===== config.mk =====
export PLATFORM = sky130hd
export DESIGN_NAME = spt_timing_gen
export DESIGN_NICKNAME = d
export VERILOG_FILES = /design/src/core/spt_pkg.sv /design/src/core/spt_clkgen.sv /design/src/core/spt_timing_gen.sv
export SDC_FILE = /design/constraint.sdc
export NUM_CORES = 1
export LEC_CHECK = 0
export BUFFER_PORTS_ARGS = -buffer_cell sky130_fd_sc_hd__buf_4
export CORE_MARGIN = 2
export CORE_UTILIZATION = 55
export CTS_CLUSTER_SIZE = 28
export DETAILED_ROUTE_END_ITERATION = 7
export GPL_TIMING_DRIVEN = 0
export MAX_ROUTING_LAYER = met4
export PLACE_DENSITY = 0.7
export SLEW_MARGIN = 15
export SYNTH_ARGS = -nofsm -noshare
export SYNTH_HDL_FRONTEND = slang
export SYNTH_SLANG_ARGS = --single-unit
export TNS_END_PERCENT = 30

===== constraint.sdc =====
create_clock -name core_clk -period 6 [get_ports core_clk]
set_clock_uncertainty 0.05 [all_clocks]
set_input_delay 0.6 -clock core_clk [delete_from_list [all_inputs] [get_ports core_clk]]
set_output_delay 0.6 -clock core_clk [all_outputs]
set_load 0.05 [all_outputs]

===== src/core/spt_pkg.sv =====
// constants, register map and types for the panel timing generator
package spt_pkg;

	localparam int CW  = 12;
	localparam int CFW = 8;
	localparam int AW  = 8;
	localparam int DW  = 32;
	localparam int PDW = 18;

	typedef logic [CW-1:0]  spt_cnt_t;
	typedef logic [CFW-1:0] spt_cfg_t;

	// register byte offsets
	localparam logic [AW-1:0] SPT_CTRL_OFS = 8'h00;
	localparam logic [AW-1:0] SPT_CLK_OFS  = 8'h04;
	localparam logic [AW-1:0] SPT_HTOT_OFS = 8'h08;
	localparam logic [AW-1:0] SPT_HSYN_OFS = 8'h0c;
	localparam logic [AW-1:0] SPT_HSTA_OFS = 8'h10;
	localparam logic [AW-1:0] SPT_VTOT_OFS = 8'h14;
	localparam logic [AW-1:0] SPT_VSYN_OFS = 8'h18;
	localparam logic [AW-1:0] SPT_PNLA_OFS = 8'h1c;
	localparam logic [AW-1:0] SPT_PNLB_OFS = 8'h20;
	localparam logic [AW-1:0] SPT_PNLC_OFS = 8'h24;
	localparam logic [AW-1:0] SPT_STAT_OFS = 8'h28;

	// control bits
	localparam int SPT_EN_BIT     = 0;
	localparam int SPT_PCTL_BIT   = 1;
	localparam int SPT_TV_BIT     = 2;
	localparam int SPT_VSLINE_BIT = 3;
	localparam int SPT_CLKINV_BIT = 4;
	localparam int SPT_HSHI_BIT   = 5;
	localparam int SPT_VSHI_BIT   = 6;
	localparam int SPT_DVHI_BIT   = 7;

	// field positions
	localparam int SPT_LO_LSB   = 0;
	localparam int SPT_HI_LSB   = 16;
	localparam int SPT_PER_LSB  = 0;
	localparam int SPT_FALL_LSB = 8;
	localparam int SPT_RISE_LSB = 16;
	localparam int SPT_DIV_LSB  = 24;
	localparam int SPT_RUN_BIT  = 28;
	localparam int SPT_FLD_BIT  = 29;
	localparam int SPT_TV_LSB   = 10;
	localparam int SPT_TV_W     = 8;

	// write masks and reset values
	localparam logic [DW-1:0] SPT_CTRL_MASK = 32'h0000_00ff;
	localparam logic [DW-1:0] SPT_PAIR_MASK = 32'h0fff_0fff;
	localparam logic [DW-1:0] SPT_LO_MASK   = 32'h0000_0fff;
	localparam logic [DW-1:0] SPT_CTRL_RST  = 32'h0000_0000;
	localparam logic [DW-1:0] SPT_CLK_RST   = 32'h0004_0804;
	localparam logic [DW-1:0] SPT_TIME_RST  = 32'h0000_0000;

	// line start pulse leads the first column by this many pixels
	localparam spt_cnt_t SPT_LSP_LEAD = 12'h001;

	// tv encoder clock derived from the core clock
	localparam int SPT_CORE_CLK_KHZ   = 100000;
	localparam int SPT_TV_CLK_KHZ     = 27000;
	localparam int SPT_TV_PERIOD_CYC  = (SPT_CORE_CLK_KHZ + SPT_TV_CLK_KHZ / 2) / SPT_TV_CLK_KHZ;
	localparam spt_cfg_t SPT_TV_PER   = CFW'(SPT_TV_PERIOD_CYC);
	localparam spt_cfg_t SPT_TV_FALL  = CFW'(2 * SPT_TV_PERIOD_CYC);
	localparam spt_cfg_t SPT_TV_RISE  = CFW'(SPT_TV_PERIOD_CYC);
	localparam spt_cfg_t SPT_TV_DIV   = 8'h00;

	typedef enum logic [1:0] {
		SPT_IDLE = 2'b00,
		SPT_ARM  = 2'b01,
		SPT_RUN  = 2'b10
	} spt_state_e;

endpackage


===== src/core/spt_clkgen.sv =====
// interface clock and pixel tick generator
`timescale 1ns/10ps
module spt_clkgen
	import spt_pkg::*;
(
	input  wire logic     core_clk,
	input  wire logic     reset,
	input  wire logic     enable,
	input  wire spt_cfg_t period_cyc,
	input  wire spt_cfg_t fall_half,
	input  wire spt_cfg_t rise_half,
	input  wire spt_cfg_t divider,
	output logic          if_clk,
	output logic          pix_tick
);

	spt_cfg_t        cnt_r;
	spt_cfg_t        cnt_nxt;
	spt_cfg_t        div_r;
	spt_cfg_t        div_nxt;
	logic            clk_r;
	logic            clk_nxt;
	logic            tick_r;
	logic            tick_nxt;
	spt_cfg_t        fall_c;
	spt_cfg_t        rise_c;
	logic [CFW:0]    gap_r;
	logic [2*CFW:0]  gap_want;

	// half periods rounded up to whole core cycles
	function automatic spt_cfg_t half_to_cyc(input spt_cfg_t h);
		logic [CFW:0] t;
		t = {1'b0, h} + {{CFW{1'b0}}, 1'b1};
		half_to_cyc = t[CFW:1];
	endfunction

	always_comb
	begin
		fall_c   = half_to_cyc(fall_half);
		rise_c   = half_to_cyc(rise_half);
		cnt_nxt  = cnt_r;
		div_nxt  = div_r;
		tick_nxt = 1'b0;
		if (!enable)
		begin
			cnt_nxt = '0;
			div_nxt = '0;
		end
		else if (({1'b0, cnt_r} + {{CFW{1'b0}}, 1'b1}) >= {1'b0, period_cyc})
		begin
			cnt_nxt  = '0;
			tick_nxt = (div_r == divider);
			div_nxt  = tick_nxt ? '0 : div_r + 8'h01;
		end
		else
			cnt_nxt = cnt_r + 8'h01;
		clk_nxt = !(enable && cnt_nxt >= rise_c && cnt_nxt < fall_c);
	end

	always_ff @(posedge core_clk)
	begin
		if (reset)
		begin
			cnt_r  <= '0;
			div_r  <= '0;
			clk_r  <= 1'b1;
			tick_r <= 1'b0;
		end
		else
		begin
			cnt_r  <= cnt_nxt;
			div_r  <= div_nxt;
			clk_r  <= clk_nxt;
			tick_r <= tick_nxt;
		end
	end

	assign if_clk   = clk_r;
	assign pix_tick = tick_r;

	// cycles since the previous tick, checked against period times divider plus one
	always_ff @(posedge core_clk)
	begin
		if (reset || !enable || tick_r)
			gap_r <= {{CFW{1'b0}}, !reset && enable};
		else
			gap_r <= gap_r + {{CFW{1'b0}}, 1'b1};
	end
	assign gap_want = {1'b0, period_cyc} * ({1'b0, divider} + {{CFW{1'b0}}, 1'b1});

	pix_period_a: assert property (@(posedge core_clk) disable iff (reset)
		enable && tick_r && period_cyc != 8'h00 && $stable(divider) && $stable(period_cyc)
		&& gap_r != '0 |-> {{CFW{1'b0}}, gap_r} == gap_want)
		else $error("pixel tick spacing wrong");

	if_clk_low_a: assert property (@(posedge core_clk) disable iff (reset)
		enable && cnt_r >= rise_c && cnt_r < fall_c && $stable(rise_c) && $stable(fall_c) |-> !clk_r)
		else $error("interface clock high inside low window");

endmodule


===== src/core/spt_timing_gen.sv =====
// raster panel timing generator with register port
`timescale 1ns/10ps
module spt_timing_gen
	import spt_pkg::*;
(
	input  wire logic           core_clk,
	input  wire logic           reset,
	input  wire logic [AW-1:0]  reg_addr,
	input  wire logic [DW-1:0]  reg_wdata,
	input  wire logic           reg_wr,
	input  wire logic           reg_rd,
	output logic      [DW-1:0]  reg_rdata,
	input  wire logic [PDW-1:0] pixel_data_in,
	output logic                pixel_req,
	output logic                panel_pixel_clock_out,
	output logic                line_sync_out,
	output logic                frame_sync_out,
	output logic                data_valid_out,
	output logic      [PDW-1:0] panel_data_out,
	output logic                line_start_pulse,
	output logic                gate_clock_pulse,
	output logic                power_save_pulse,
	output logic                polarity_rev_out
);

	logic [DW-1:0] ctrl_r, clk_cfg_r, htot_r, hsyn_r, hsta_r, vtot_r, vsyn_r, pnla_r, pnlb_r, pnlc_r;
	logic [DW-1:0] ctrl_nxt, clk_cfg_nxt, htot_nxt, hsyn_nxt, hsta_nxt, vtot_nxt, vsyn_nxt;
	logic [DW-1:0] pnla_nxt, pnlb_nxt, pnlc_nxt, rdata_r, rdata_nxt;
	spt_state_e    state_r, state_nxt;
	spt_cnt_t      h_cnt_r, h_cnt_nxt, v_cnt_r, v_cnt_nxt, vs_cnt_r, vs_cnt_nxt;
	logic          hs_act_r, hs_act_nxt, vs_act_r, vs_act_nxt, dv_act_r, dv_act_nxt;
	logic          vs_done_r, vs_done_nxt, field_r, field_nxt;
	logic          lsp_r, lsp_nxt, gate_r, gate_nxt, ps_r, ps_nxt, rev_r, rev_nxt;
	logic          clk_out_r, clk_out_nxt, hs_out_r, hs_out_nxt, vs_out_r, vs_out_nxt;
	logic          dv_out_r, dv_out_nxt, req_r, req_nxt;
	logic [PDW-1:0] data_r, data_nxt;
	logic          if_clk, pix_tick, active, tv, pctl, vs_step, vs_start;
	spt_cfg_t      cg_per, cg_fall, cg_rise, cg_div;
	spt_cnt_t      screen_w, active_w, hs_width, hs_delay, first_col;
	spt_cnt_t      screen_h, active_h, vs_width, first_row;
	spt_cnt_t      gate_rise, gate_fall, ps_fall, ps_rise, rev_delay;

	// true for start <= c <= start + len
	function automatic logic in_win(input spt_cnt_t c, input spt_cnt_t start, input spt_cnt_t len);
		logic [CW:0] last;
		last   = {1'b0, start} + {1'b0, len};
		in_win = (c >= start) && ({1'b0, c} <= last);
	endfunction

	assign tv        = ctrl_r[SPT_TV_BIT];
	assign pctl      = ctrl_r[SPT_PCTL_BIT];
	assign screen_w  = htot_r[SPT_LO_LSB +: CW];
	assign active_w  = htot_r[SPT_HI_LSB +: CW];
	assign hs_width  = hsyn_r[SPT_LO_LSB +: CW];
	assign hs_delay  = hsyn_r[SPT_HI_LSB +: CW];
	assign first_col = hsta_r[SPT_LO_LSB +: CW];
	assign screen_h  = vtot_r[SPT_LO_LSB +: CW];
	assign active_h  = vtot_r[SPT_HI_LSB +: CW];
	assign vs_width  = vsyn_r[SPT_LO_LSB +: CW];
	assign first_row = vsyn_r[SPT_HI_LSB +: CW];
	assign gate_rise = pnla_r[SPT_LO_LSB +: CW];
	assign gate_fall = pnla_r[SPT_HI_LSB +: CW];
	assign ps_fall   = pnlb_r[SPT_LO_LSB +: CW];
	assign ps_rise   = pnlb_r[SPT_HI_LSB +: CW];
	assign rev_delay = pnlc_r[SPT_LO_LSB +: CW];
	assign active    = (state_r != SPT_IDLE);

	// tv mode overrides the programmed clock with the fixed encoder rate
	assign cg_per  = tv ? SPT_TV_PER  : clk_cfg_r[SPT_PER_LSB +: CFW];
	assign cg_fall = tv ? SPT_TV_FALL : clk_cfg_r[SPT_FALL_LSB +: CFW];
	assign cg_rise = tv ? SPT_TV_RISE : clk_cfg_r[SPT_RISE_LSB +: CFW];
	assign cg_div  = tv ? SPT_TV_DIV  : clk_cfg_r[SPT_DIV_LSB +: CFW];

	spt_clkgen u_clkgen (
		.core_clk   (core_clk),
		.reset      (reset),
		.enable     (active),
		.period_cyc (cg_per),
		.fall_half  (cg_fall),
		.rise_half  (cg_rise),
		.divider    (cg_div),
		.if_clk     (if_clk),
		.pix_tick   (pix_tick)
	);

	// register port
	always_comb
	begin
		ctrl_nxt    = ctrl_r;
		clk_cfg_nxt = clk_cfg_r;
		htot_nxt    = htot_r;
		hsyn_nxt    = hsyn_r;
		hsta_nxt    = hsta_r;
		vtot_nxt    = vtot_r;
		vsyn_nxt    = vsyn_r;
		pnla_nxt    = pnla_r;
		pnlb_nxt    = pnlb_r;
		pnlc_nxt    = pnlc_r;
		rdata_nxt   = '0;
		if (reg_wr)
		begin
			if (reg_addr == SPT_CTRL_OFS)
				ctrl_nxt = reg_wdata & SPT_CTRL_MASK;
			else if (reg_addr == SPT_CLK_OFS)
				clk_cfg_nxt = reg_wdata;
			else if (reg_addr == SPT_HTOT_OFS)
				htot_nxt = reg_wdata & SPT_PAIR_MASK;
			else if (reg_addr == SPT_HSYN_OFS)
				hsyn_nxt = reg_wdata & SPT_PAIR_MASK;
			else if (reg_addr == SPT_HSTA_OFS)
				hsta_nxt = reg_wdata & SPT_LO_MASK;
			else if (reg_addr == SPT_VTOT_OFS)
				vtot_nxt = reg_wdata & SPT_PAIR_MASK;
			else if (reg_addr == SPT_VSYN_OFS)
				vsyn_nxt = reg_wdata & SPT_PAIR_MASK;
			else if (reg_addr == SPT_PNLA_OFS)
				pnla_nxt = reg_wdata & SPT_PAIR_MASK;
			else if (reg_addr == SPT_PNLB_OFS)
				pnlb_nxt = reg_wdata & SPT_PAIR_MASK;
			else if (reg_addr == SPT_PNLC_OFS)
				pnlc_nxt = reg_wdata & SPT_LO_MASK;
		end
		if (reg_rd)
		begin
			if (reg_addr == SPT_CTRL_OFS)
				rdata_nxt = ctrl_r;
			else if (reg_addr == SPT_CLK_OFS)
				rdata_nxt = clk_cfg_r;
			else if (reg_addr == SPT_HTOT_OFS)
				rdata_nxt = htot_r;
			else if (reg_addr == SPT_HSYN_OFS)
				rdata_nxt = hsyn_r;
			else if (reg_addr == SPT_HSTA_OFS)
				rdata_nxt = hsta_r;
			else if (reg_addr == SPT_VTOT_OFS)
				rdata_nxt = vtot_r;
			else if (reg_addr == SPT_VSYN_OFS)
				rdata_nxt = vsyn_r;
			else if (reg_addr == SPT_PNLA_OFS)
				rdata_nxt = pnla_r;
			else if (reg_addr == SPT_PNLB_OFS)
				rdata_nxt = pnlb_r;
			else if (reg_addr == SPT_PNLC_OFS)
				rdata_nxt = pnlc_r;
			else if (reg_addr == SPT_STAT_OFS)
			begin
				rdata_nxt[SPT_LO_LSB +: CW] = h_cnt_r;
				rdata_nxt[SPT_HI_LSB +: CW] = v_cnt_r;
				rdata_nxt[SPT_RUN_BIT]      = (state_r == SPT_RUN);
				rdata_nxt[SPT_FLD_BIT]      = field_r;
			end
		end
	end

	always_ff @(posedge core_clk)
	begin
		if (reset)
		begin
			ctrl_r    <= SPT_CTRL_RST;
			clk_cfg_r <= SPT_CLK_RST;
			htot_r    <= SPT_TIME_RST;
			hsyn_r    <= SPT_TIME_RST;
			hsta_r    <= SPT_TIME_RST;
			vtot_r    <= SPT_TIME_RST;
			vsyn_r    <= SPT_TIME_RST;
			pnla_r    <= SPT_TIME_RST;
			pnlb_r    <= SPT_TIME_RST;
			pnlc_r    <= SPT_TIME_RST;
			rdata_r   <= '0;
		end
		else
		begin
			ctrl_r    <= ctrl_nxt;
			clk_cfg_r <= clk_cfg_nxt;
			htot_r    <= htot_nxt;
			hsyn_r    <= hsyn_nxt;
			hsta_r    <= hsta_nxt;
			vtot_r    <= vtot_nxt;
			vsyn_r    <= vsyn_nxt;
			pnla_r    <= pnla_nxt;
			pnlb_r    <= pnlb_nxt;
			pnlc_r    <= pnlc_nxt;
			rdata_r   <= rdata_nxt;
		end
	end

	// raster counters and strobes, advanced on each pixel tick
	always_comb
	begin
		state_nxt   = state_r;
		h_cnt_nxt   = h_cnt_r;
		v_cnt_nxt   = v_cnt_r;
		vs_cnt_nxt  = vs_cnt_r;
		vs_done_nxt = vs_done_r;
		field_nxt   = field_r;
		hs_act_nxt  = hs_act_r;
		vs_act_nxt  = vs_act_r;
		dv_act_nxt  = dv_act_r;
		lsp_nxt     = lsp_r;
		gate_nxt    = gate_r;
		ps_nxt      = ps_r;
		rev_nxt     = rev_r;
		data_nxt    = data_r;
		req_nxt     = 1'b0;
		vs_start    = 1'b0;
		vs_step     = 1'b0;
		case (state_r)
			SPT_IDLE:
				if (ctrl_r[SPT_EN_BIT])
					state_nxt = SPT_ARM;
			SPT_ARM:
				if (!ctrl_r[SPT_EN_BIT])
					state_nxt = SPT_IDLE;
				else if (pix_tick)
					state_nxt = SPT_RUN;
			SPT_RUN:
				if (!ctrl_r[SPT_EN_BIT])
					state_nxt = SPT_IDLE;
			default:
				state_nxt = SPT_IDLE;
		endcase
		if (state_nxt == SPT_IDLE)
		begin
			h_cnt_nxt   = '0;
			v_cnt_nxt   = '0;
			vs_cnt_nxt  = '0;
			vs_done_nxt = 1'b0;
			field_nxt   = 1'b0;
			hs_act_nxt  = 1'b0;
			vs_act_nxt  = 1'b0;
			dv_act_nxt  = 1'b0;
			lsp_nxt     = 1'b0;
			gate_nxt    = 1'b0;
			ps_nxt      = 1'b0;
			rev_nxt     = 1'b0;
			data_nxt    = '0;
		end
		else if (pix_tick)
		begin
			if (state_r == SPT_ARM)
			begin
				h_cnt_nxt = '0;
				v_cnt_nxt = '0;
				field_nxt = 1'b0;
			end
			else if (h_cnt_r == screen_w)
			begin
				h_cnt_nxt = '0;
				if (v_cnt_r == screen_h)
				begin
					v_cnt_nxt = '0;
					field_nxt = tv && !field_r;
				end
				else
					v_cnt_nxt = v_cnt_r + 12'h001;
			end
			else
				h_cnt_nxt = h_cnt_r + 12'h001;
			if (tv)
				hs_act_nxt = (h_cnt_nxt == '0);
			else
				hs_act_nxt = in_win(h_cnt_nxt, hs_delay, hs_width);
			// odd field starts with the row, even field half a row later
			if (tv)
				vs_start = (v_cnt_nxt == '0) && (h_cnt_nxt == (field_nxt ? (screen_w >> 1) : '0));
			else
				vs_start = (v_cnt_nxt == '0) && (h_cnt_nxt == hs_delay);
			vs_step = (ctrl_r[SPT_VSLINE_BIT] && !tv) ? (h_cnt_nxt == hs_delay) : 1'b1;
			if (vs_start)
			begin
				vs_act_nxt  = 1'b1;
				vs_cnt_nxt  = '0;
				vs_done_nxt = 1'b0;
			end
			else if (vs_act_r)
			begin
				if (vs_step && !vs_done_r)
				begin
					if (vs_cnt_r == vs_width)
						vs_done_nxt = 1'b1;
					else
						vs_cnt_nxt = vs_cnt_r + 12'h001;
				end
				// outside tv mode, pixel-unit widths stretch to cover the whole line sync pulse
				if (vs_done_nxt && (tv || ctrl_r[SPT_VSLINE_BIT] || !hs_act_nxt))
					vs_act_nxt = 1'b0;
			end
			dv_act_nxt = in_win(h_cnt_nxt, first_col, active_w) && in_win(v_cnt_nxt, first_row, active_h)
				&& !(tv && hs_act_nxt);
			req_nxt  = dv_act_nxt;
			data_nxt = '0;
			if (dv_act_nxt)
			begin
				if (tv)
					data_nxt[SPT_TV_LSB +: SPT_TV_W] = pixel_data_in[SPT_TV_W-1:0];
				else
					data_nxt = pixel_data_in;
			end
			if (pctl && !tv)
			begin
				lsp_nxt = ((h_cnt_nxt + SPT_LSP_LEAD) == first_col);
				if (h_cnt_nxt == gate_rise)
					gate_nxt = 1'b1;
				else if (h_cnt_nxt == gate_fall)
					gate_nxt = 1'b0;
				if (h_cnt_nxt == ps_fall)
					ps_nxt = 1'b0;
				else if (h_cnt_nxt == ps_rise)
					ps_nxt = 1'b1;
				if (h_cnt_nxt == rev_delay)
					rev_nxt = !rev_r;
			end
			else
			begin
				lsp_nxt  = 1'b0;
				gate_nxt = 1'b0;
				ps_nxt   = 1'b0;
				rev_nxt  = 1'b0;
			end
		end
		// polarity applied last so a change shows at once
		clk_out_nxt = (active ? if_clk : 1'b1) ^ ctrl_r[SPT_CLKINV_BIT];
		hs_out_nxt  = (ctrl_r[SPT_HSHI_BIT] && !tv) ? hs_act_nxt : !hs_act_nxt;
		vs_out_nxt  = (ctrl_r[SPT_VSHI_BIT] && !tv) ? vs_act_nxt : !vs_act_nxt;
		dv_out_nxt  = (ctrl_r[SPT_DVHI_BIT] && !tv) ? dv_act_nxt : !dv_act_nxt;
	end

	always_ff @(posedge core_clk)
	begin
		if (reset)
		begin
			state_r   <= SPT_IDLE;
			h_cnt_r   <= '0;
			v_cnt_r   <= '0;
			vs_cnt_r  <= '0;
			vs_done_r <= 1'b0;
			field_r   <= 1'b0;
			hs_act_r  <= 1'b0;
			vs_act_r  <= 1'b0;
			dv_act_r  <= 1'b0;
			lsp_r     <= 1'b0;
			gate_r    <= 1'b0;
			ps_r      <= 1'b0;
			rev_r     <= 1'b0;
			data_r    <= '0;
			req_r     <= 1'b0;
			clk_out_r <= 1'b1;
			hs_out_r  <= 1'b1;
			vs_out_r  <= 1'b1;
			dv_out_r  <= 1'b1;
		end
		else
		begin
			state_r   <= state_nxt;
			h_cnt_r   <= h_cnt_nxt;
			v_cnt_r   <= v_cnt_nxt;
			vs_cnt_r  <= vs_cnt_nxt;
			vs_done_r <= vs_done_nxt;
			field_r   <= field_nxt;
			hs_act_r  <= hs_act_nxt;
			vs_act_r  <= vs_act_nxt;
			dv_act_r  <= dv_act_nxt;
			lsp_r     <= lsp_nxt;
			gate_r    <= gate_nxt;
			ps_r      <= ps_nxt;
			rev_r     <= rev_nxt;
			data_r    <= data_nxt;
			req_r     <= req_nxt;
			clk_out_r <= clk_out_nxt;
			hs_out_r  <= hs_out_nxt;
			vs_out_r  <= vs_out_nxt;
			dv_out_r  <= dv_out_nxt;
		end
	end

	assign reg_rdata             = rdata_r;
	assign pixel_req             = req_r;
	assign panel_pixel_clock_out = clk_out_r;
	assign line_sync_out         = hs_out_r;
	assign frame_sync_out        = vs_out_r;
	assign data_valid_out        = dv_out_r;
	assign panel_data_out        = data_r;
	assign line_start_pulse      = lsp_r;
	assign gate_clock_pulse      = gate_r;
	assign power_save_pulse      = ps_r;
	assign polarity_rev_out      = rev_r;

	// helpers: pixel ticks inside line sync, and a finished line sync inside frame sync
	logic     hs_prev_r, vs_saw_r;
	spt_cnt_t hs_len_r;
	always_ff @(posedge core_clk)
	begin
		if (reset)
		begin
			hs_prev_r <= 1'b0;
			vs_saw_r  <= 1'b0;
			hs_len_r  <= '0;
		end
		else
		begin
			hs_prev_r <= hs_act_r;
			vs_saw_r  <= vs_act_r && (vs_saw_r || (hs_prev_r && !hs_act_r));
			hs_len_r  <= !hs_act_r ? '0 : (pix_tick ? hs_len_r + 12'h001 : hs_len_r);
		end
	end

	line_wrap_a: assert property (@(posedge core_clk) disable iff (reset)
		state_r == SPT_RUN && pix_tick && h_cnt_r == screen_w && ctrl_r[SPT_EN_BIT] |=> h_cnt_r == '0)
		else $error("line did not wrap at screen width");

	frame_wrap_a: assert property (@(posedge core_clk) disable iff (reset)
		state_r == SPT_RUN && pix_tick && h_cnt_r == screen_w && v_cnt_r == screen_h && ctrl_r[SPT_EN_BIT]
		|=> v_cnt_r == '0)
		else $error("frame did not wrap at screen height");

	hs_start_a: assert property (@(posedge core_clk) disable iff (reset)
		!tv && $rose(hs_act_r) |-> h_cnt_r == hs_delay && !line_sync_out == !(ctrl_r[SPT_HSHI_BIT]))
		else $error("line sync rose away from its delay");

	hs_width_a: assert property (@(posedge core_clk) disable iff (reset)
		!tv && $fell(hs_act_r) && state_r == SPT_RUN && $stable(hsyn_r) |-> hs_len_r == hs_width + 12'h001)
		else $error("line sync width wrong");

	vs_span_a: assert property (@(posedge core_clk) disable iff (reset)
		!tv && $fell(vs_act_r) && state_r == SPT_RUN |-> vs_saw_r || (hs_prev_r && !hs_act_r))
		else $error("frame sync ended without a full line sync");

	dv_area_a: assert property (@(posedge core_clk) disable iff (reset)
		!dv_act_r |-> panel_data_out == '0 && data_valid_out == (!ctrl_r[SPT_DVHI_BIT] || tv))
		else $error("data driven while not valid");

	tv_hs_one_a: assert property (@(posedge core_clk) disable iff (reset)
		tv && hs_act_r && pix_tick && screen_w != '0 |=> !hs_act_r && line_sync_out)
		else $error("tv line sync longer than one clock");

	tv_gap_a: assert property (@(posedge core_clk) disable iff (reset)
		tv && dv_act_r |-> !hs_act_r && line_sync_out)
		else $error("tv data during line sync");

	odd_field_a: assert property (@(posedge core_clk) disable iff (reset)
		tv && $rose(vs_act_r) && !field_r |-> $rose(hs_act_r))
		else $error("odd field edges not together");

	even_field_a: assert property (@(posedge core_clk) disable iff (reset)
		tv && $rose(vs_act_r) && field_r |-> !$rose(hs_act_r))
		else $error("even field edges coincide");

	rev_toggle_a: assert property (@(posedge core_clk) disable iff (reset)
		pctl && !tv && state_r != SPT_IDLE && ctrl_r[SPT_EN_BIT] && $changed(rev_r) |-> h_cnt_r == rev_delay)
		else $error("reversal toggled at wrong column");

endmodule


==> metrics.yaml, run 1 <==
clock_network:
  cts_sinks: 328
  htreeDepth: 2
  ctsHoldBuffers: 0
  root_buffer: "clkbuf_16"
  clk_pin_slew_ns: 0.06
  cts_tree: "done"
  cts_max_path_buffers: 3
  insertion_delay_ns: 0.58
  numCtsBuffers: 37
global_routing:
  use_met2_pct: 62.7
  grt.total_usage_pct: 43.1
  grt_max_degree: 20
  grt-ovfl-total: 0
  grt_pass1_wl_um: 119000
  gr-usage-met1_pct: 56.1
  first_global_vias: 18500
  antenna_found_initial: 2
  grt_busiest_layer: "met2"
  met3_usage_pct: 8.26
placed_design:
  gp_congestion: 1.07
  hpwl_um: 61600
  post-place-ws_ns: -0.840
  io_buffers: 104
  placed_cell_area_sq_um: 21200
floorplan:
  core_area_sq_um: 35500
  die_w_um: 194
  die-area_sq_um: 37500
  io_pins: 121
  die_h_um: 194
  placementRows: 69
  start_util_pct: 55.7
min_path:
  hold_depth: 2
  holdCritPathClass: "input pin to flip-flop"
  min_to: "panel_data_out[9]"
  worstHoldStart: "pixel_data_in[9]"
detailed_routing:
  post_drt_wl_per_cell_um: 25.7
  drt_iter0_drc: 2561
  ant_nets: 0
  drc: 0
  dr.pass1.iters: 6
  wirelength_um: 80300
  viasPerCell: 6.46
  vias: 20200
synthesis:
  syn_inst: 2492
  ys.warnings.count: 0
  synth_simple_gate_area_share_pct: 21.7
  ys_ff_latch: 328
  synth_xor_area_share_pct: 8.59
  muxShareOfSynthArea_pct: 3.40
  synth_edf_count: 0
  syn_area_per_cell_sq_um: 7.93
  synth_nets: 2695
  synth_top_family_by_area: "simple AND/OR/NAND/NOR gates"
  synth-async-reset-ratio_pct: 0
  synth_fa_ha_area_share_pct: 9.09
  synth_area_sq_um: 19800
  ys_types: 88
  synth_compound_area_share_pct: 19.3
  synthFlopType: "dfxtp_1"
  seq_area_frac_synth_pct: 33.2
layout:
  nNetsFinal: 2840
  final_util_pct: 63.5
  fillers: 3182
  design_area_sq_um: 22500
  multi_input_area_sq_um: 12300
  layout-drive-gt1-share_pct: 8.63
  areaGrowthSynthToFinish_pct: 13.9
  regArea_sq_um: 6570
critical_path:
  rrSetupSlack_ns: 0.01
  worstPathMaxFanout: 13
  reg2regPathDepth: 15
  cp_data_arrival_time_ns: 6.42
  required_ns: 6.44
  r2r_end: "frame_sync_out"
  end_kind: "flip-flop"
  worstSetupPathType: "flip-flop to flip-flop"
  r2r_start: "state_r[0]"
  crit_path_start_kind: "flip-flop"
timing:
  timing.final.crit_period_ns: 5.99
  timing.max_slew.rel_slack_pct: 10.7
  fin_ws_ns: 0.0119
  rsz0062_at_grt: "no"
  hold_viol: 0
  fmax_mhz: 167
  setup_viol: 0
  worstMarginPinSlew_ns: 1.33
  fin_tns_setup_ns: 0
  fin_crit_sh_pct: 99.8
  slew_violations: 0
power:
  comb_power_share_pct: 3.9
  p_sw_mw: 1.13
  finalPower_mw: 4.72
  power_density_nw_per_um2: 210
  ir_drop_mv: 0.240
  power_leakage_nw: 8.64
  p_int_mw: 3.59
  seqPwrFrac_pct: 46.2
  pwr-share-clk_pct: 49.9
  swShare_pct: 24.0
status:
  status: "finished clean"
flow_run:
  cap_violations: 0
-- flip-flops by register name, indices dropped and copies added (netlist names), 2 cells and up --
name            count
u_clkgen.div_r      8
clk_cfg_r          32
htot_r             24
h_cnt_r            12
ctrl_r              8
v_cnt_r            12
hsta_r             12
hsyn_r             24
panel_data_out     18
vsyn_r             24
vtot_r             24
pnlb_r             24
reg_rdata          32
pnla_r             24
u_clkgen.cnt_r      8
state_r             2
vs_cnt_r           12
pnlc_r             12
-- worst max path at each step --
stage / start / to / slack, ns / depth (start not counted)
after detailed placement: ctrl_r[2] / u_clkgen.if_clk / -0.84 / 28
final: state_r[0] / frame_sync_out / 0.01 / 15
after global placement: ctrl_r[2] / u_clkgen.if_clk / -0.88 / 28
after floorplan: ctrl_r[2] / u_clkgen.if_clk / 0.85 / 28
after global routing: ctrl_r[2] / u_clkgen.if_clk / 0.05 / 27
after CTS: ctrl_r[2] / u_clkgen.if_clk / 0.01 / 27
-- repair_timing --
action | in CTS | in global routing
endpoints found under the setup margin | 38 | 26
gates resized for setup | 11 | 11
cloned | 0 | 0
pin swaps | 0 | 0
setup buffers | 0 | 1
-- worst max-delay path, stage by stage, from the launching register on --
cell and delay (ns):
dfxtp_1 0.43, nor2b_1 0.51, clkbuf_1 0.53, clkdlybuf4s15_2 0.61, nor3_1 0.26, clkbuf_2 0.43, ha_1 0.44, and4_1 0.21
a41oi_2 0.33, inv_1 0.25, a2111oi_0 0.10, a32oi_1 0.85, nor3b_1 0.30, o21ai_0 0.14, a21oi_1 0.21, mux2i_1 0.24
-- kinds of logic (layout without fill, tap and decap cells) --
| group | Yosys count | count (layout) |
|---|---|---|
| simple gates | 924 | 924 |
| compound gates | 598 | 598 |
| flops | 328 | 328 |
| buf+inv | 240 | 412 |
| xor+xnor | 194 | 194 |
| fa+ha+maj | 142 | 142 |
| mux | 66 | 66 |
| other cells | 0 | 3 |
-- power by group through the flow --
stage	logic, mW	registers (mW)	clock network [mW]
2_1_floorplan	0.0747	2.23	0
3_3_place_gp	0.171	2.23	0
3_5_place_dp	0.173	2.23	0
4_1_cts	0.174	2.18	2.35
5_1_grt	0.187	2.18	2.45
6_report	0.183	2.18	2.36
-- synthesized netlist by cell type, types with 28 or more instances --
library cell  count  area (sq um)
xnor2_1         113           990
xor2_1           81           709
a21o_1           43           323
o21ai_0          70           350
nand2b_1         30           188
nor3_1           28           140
dfxtp_1         328          6570
mux2i_1          60           601
nor2b_1          34           213
nand4_1          37           231
inv_1            75           282
a21oi_1         267          1340
ha_1            138          1730
clkbuf_1        138           518
nor2_1          154           578
nand3_1          68           340
a221oi_1         36           315
nand2_1         457          1720
-- final cells by class --
cell class / instances / share of cell area [%]
clock buffers: 53 / 4.83
clock inverters: 13 / 0.683
repair buffers: 108 / 3.69
flip-flops and latches: 328 / 29.2
diodes: 3 / 0.0333
plain buffers: 159 / 2.93
inverters: 79 / 1.34
multi-input cells: 1924 / 54.8
well taps: 461 / 2.56
-- cells in the final DEF, fill, tap and decap left out, types with 7 or more instances in the layout --
master     netlist  routed
nand2_1        457     457
dfxtp_1        328     327
a21oi_1        267     267
nor2_1         154     154
ha_1           138     138
clkbuf_1       138     135
xnor2_1        113     113
buf_4            1     106
xor2_1          81      81
inv_1           75      75
o21ai_0         70      70
nand3_1         68      68
mux2i_1         60      60
a21o_1          43      43
clkbuf_16        0      38
nand4_1         37      37
a221oi_1        36      36
nor2b_1         34      34
nand2b_1        30      30
and3_1          24      24
a31oi_1         25      24
nor3_1          28      24
a22o_1          22      22
nor4_1          17      17
o21a_1          17      17
or3_1           14      14
a211oi_1        13      13
a22oi_1         12      12
and4_1          11      11
o31ai_1         10      10
buf_1           11      10
o22ai_1          9       9
o21bai_1         9       9
o32ai_1          8       8
clkbuf_8         0       8
buf_2            7       7
clkbuf_2         1       7
a222oi_1         7       7
-- metrics by stage --
stage / instances / hold WS (ns)
global placement: 3057 / 0.390
finish: 3128 / 0.192
global route: 3127 / 0.183
detailed placement: 3060 / 0.395
floorplan: 2492 / 0.392
CTS: 3125 / 0.190
-- metal layers --
metal | wire [um] | up-vias | part of all wire (%)
li1 | - | 9035 | -
met1 | 32100 | 9576 | 40
met2 | 34100 | 1285 | 42
met5 | 0 | - | 0
met3 | 8730 | 320 | 11
met4 | 5370 | 0 | 6.7
Power figures use the tool's default switching activity.
==> inputs of run 2 (changes only) <==
Settings changed: CELL_PAD_IN_SITES_DETAIL_PLACEMENT set to 1, CELL_PAD_IN_SITES_GLOBAL_PLACEMENT set to 1, CORE_UTILIZATION 55 to 46, CTS_CLUSTER_DIAMETER set to 80, PLACE_DENSITY 0.7 to 0.77.
==> metrics.yaml, run 2 (same netlist as run 1, synthesis figures left out) <==
timing:
  fin_ws_ns: -0.0569  # -0.0688 ns
  fmax_mhz: 165  # -1.1%
  setup_viol: 1  # +1
  timing.final.crit_period_ns: 6.06  # +0.0688 ns
  worstMarginPinSlew_ns: 1.29  # -0.0438 ns
  hold_viol: 0  # unchanged
  fin_crit_sh_pct: 101  # +1.1 points
  slew_violations: 0  # unchanged
  fin_tns_setup_ns: -0.0569  # -0.0569 ns
  timing.max_slew.rel_slack_pct: 14.3  # +3.6 points
  rsz0062_at_grt: "yes"
power:
  ir_drop_mv: 0.247  # +3.0%
  p_int_mw: 3.08  # -14%
  power_leakage_nw: 8.51  # -1.6%
  power_density_nw_per_um2: 191  # -8.7%
  swShare_pct: 27.9  # +4.0 points
  finalPower_mw: 4.28  # -9.4%
  pwr-share-clk_pct: 44.6  # -5.3 points
  p_sw_mw: 1.20  # +5.5%
  seqPwrFrac_pct: 51.0  # +4.8 points
  comb_power_share_pct: 4.4  # +0.5 points
detailed_routing:
  vias: 20400  # +0.77%
  met2_length_um: 41300  # +21%
  viasPerCell: 6.39  # -1.1%
  drt_iter0_drc: 1894  # -26%
  dr.pass1.iters: 6  # unchanged
  wirelength_um: 92000  # +15%
  ant_nets: 0  # unchanged
  maxUsedRoutingLayer: "met4"
  drc: 0  # unchanged
  post_drt_wl_per_cell_um: 28.9  # +12%
  met3_length_um: 7100  # -19%
  wl_met1_um: 37800  # +18%
status:
  violations: "negative setup slack"
  status: "finished with violations"
critical_path:
  slowest_stage: "nor3_2"
  worstSetupPathType: "flip-flop to flip-flop"
  required_ns: 6.47  # +0.03 ns
  critPathTopFamily: "compound AO/OA/AOI/OAI gates"
  crit_path_start_kind: "flip-flop"
  rrSetupSlack_ns: -0.06  # -0.07 ns
  timing.critical_path.buf_inv: 5  # +1
  worstPathMaxFanout: 13  # unchanged
  end_kind: "flip-flop"
  crit_chain: "buf_2, xor2_1, nor4_4, and3_1, buf_4, buf_6, nor3_2, clkbuf_4, ha_1, and4_1, a41oi_2, inv_1, a2111oi_0, a32oi_2, nor3b_1, o21ai_1, a21oi_1, mux2i_1"
  cp_data_arrival_time_ns: 6.53  # +0.11 ns
  slowest_delay_ns: 0.61  # -0.24 ns
placed_design:
  placed_cell_area_sq_um: 21300  # +0.58%
  gp_congestion: 1.03  # -4.0%
  io_buffers: 104  # unchanged
  hpwl_um: 71400  # +16%
floorplan:
  die-area_sq_um: 44700  # +19%
  io_pins: 121  # unchanged
  core_area_sq_um: 42200  # +19%
  die_w_um: 211  # +9.2%
  start_util_pct: 46.8  # -8.9 points
  placementRows: 75  # +8.7%
  die_h_um: 211  # +9.2%
global_routing:
  grt-ovfl-total: 0  # unchanged
  grt.total_usage_pct: 41.7  # -1.4 points
  first_global_vias: 20200  # +8.7%
  grt_pass1_wl_um: 133000  # +12%
  grt_max_degree: 25  # +25%
  antenna_found_initial: 2  # unchanged
layout:
  nNetsFinal: 2829  # -0.39%
  fillers: 5253  # +65%
  design_area_sq_um: 22300  # -0.78%
  layout-drive-gt1-share_pct: 8.43  # -0.20 points
  mostFrequentLayoutCells: "457 x nand2_1, 327 x dfxtp_1, 267 x a21oi_1"
  areaGrowthSynthToFinish_pct: 13.0
  final_util_pct: 52.9  # -11 points
  layout_commonest_cell: "nand2_1"
clock_network:
  cts_sinks: 328  # unchanged
  root_buffer: "clkbuf_16"
  insertion_delay_ns: 0.62  # +0.04 ns
  numCtsBuffers: 25  # -32%
  htreeDepth: 1  # -1
  ctsHoldBuffers: 0  # unchanged
  cts_max_path_buffers: 3  # unchanged
  clk_pin_slew_ns: 0.10  # +0.04 ns
  cts_tree: "done"
min_path:
  holdCritPathClass: "input pin to flip-flop"
flow_run:
  cap_violations: 0  # unchanged
## run 2: final timing paths
check                      from                  to  cells after the start
min            pixel_data_in[9]   panel_data_out[9]                      2
min reg2reg  panel_data_out[11]  panel_data_out[11]                      2
max reg2reg          h_cnt_r[0]      frame_sync_out                     18
max                  h_cnt_r[0]      frame_sync_out                     18
## run 2: cell type report
| cell class | instances | area [sq um] | area share, % |
|---|---|---|---|
| Inverter | 79 | 300 | 1.34 |
| Clock inverter | 18 | 264 | 1.18 |
| Antenna cell | 3 | 7.51 | 0.0336 |
| Clock buffer | 28 | 647 | 2.89 |
| Buffer | 159 | 683 | 3.06 |
| Tap cell | 539 | 674 | 3.02 |
| Multi-Input combinational cell | 1924 | 12400 | 55.3 |
| Timing Repair Buffer | 109 | 842 | 3.77 |
| Sequential cell | 328 | 6570 | 29.4 |
## run 2: routing by layer
metal | vias up | global-route usage [%]
li1 | 9009 | -
met1 | 10100 | 52.9
met2 | 1003 | 64.3
met3 | 240 | 5.25
met4 | 0 | 23.6
met5 | - | -
## run 2: repair_timing
item / in CTS / in global routing
resized for setup: 22 / 13
buffers inserted: 0 / 1
setup endpoints to repair: 39 / 22
## run 2: power groups by stage
stage          Clock, mW  Sequential (mW)  Combinational (mW)
2_1_floorplan          0             2.23              0.0747
3_3_place_gp           0             2.23               0.176
3_5_place_dp           0             2.23               0.180
4_1_cts             1.92             2.18               0.181
5_1_grt             2.00             2.18               0.193
6_report            1.91             2.18               0.189
## run 2: metrics by stage
stage | hold WS [ns] | instances | setup WS [ns]
after floorplan | 0.392 | 2492 | 0.847
after global routing | 0.124 | 3186 | -0.0113
after detailed placement | 0.405 | 3139 | -1.42
after CTS | 0.118 | 3185 | 0.0353
final | 0.133 | 3187 | -0.0569
after global placement | 0.392 | 3135 | -1.47
## run 2: worst register-to-register path, delay by kind of cell (launching register included)
| kind | cells | cell delay [ns] |
|---|---|---|
| XOR/XNOR | 1 | 0.35 |
| multiplexers | 1 | 0.27 |
| AO/OA/AOI/OAI | 5 | 1.90 |
| buffers and inverters | 5 | 1.38 |
| flip-flops | 1 | 0.34 |
| AND/OR/NAND/NOR | 5 | 1.34 |
| adder cells (fa/ha/maj) | 1 | 0.35 |
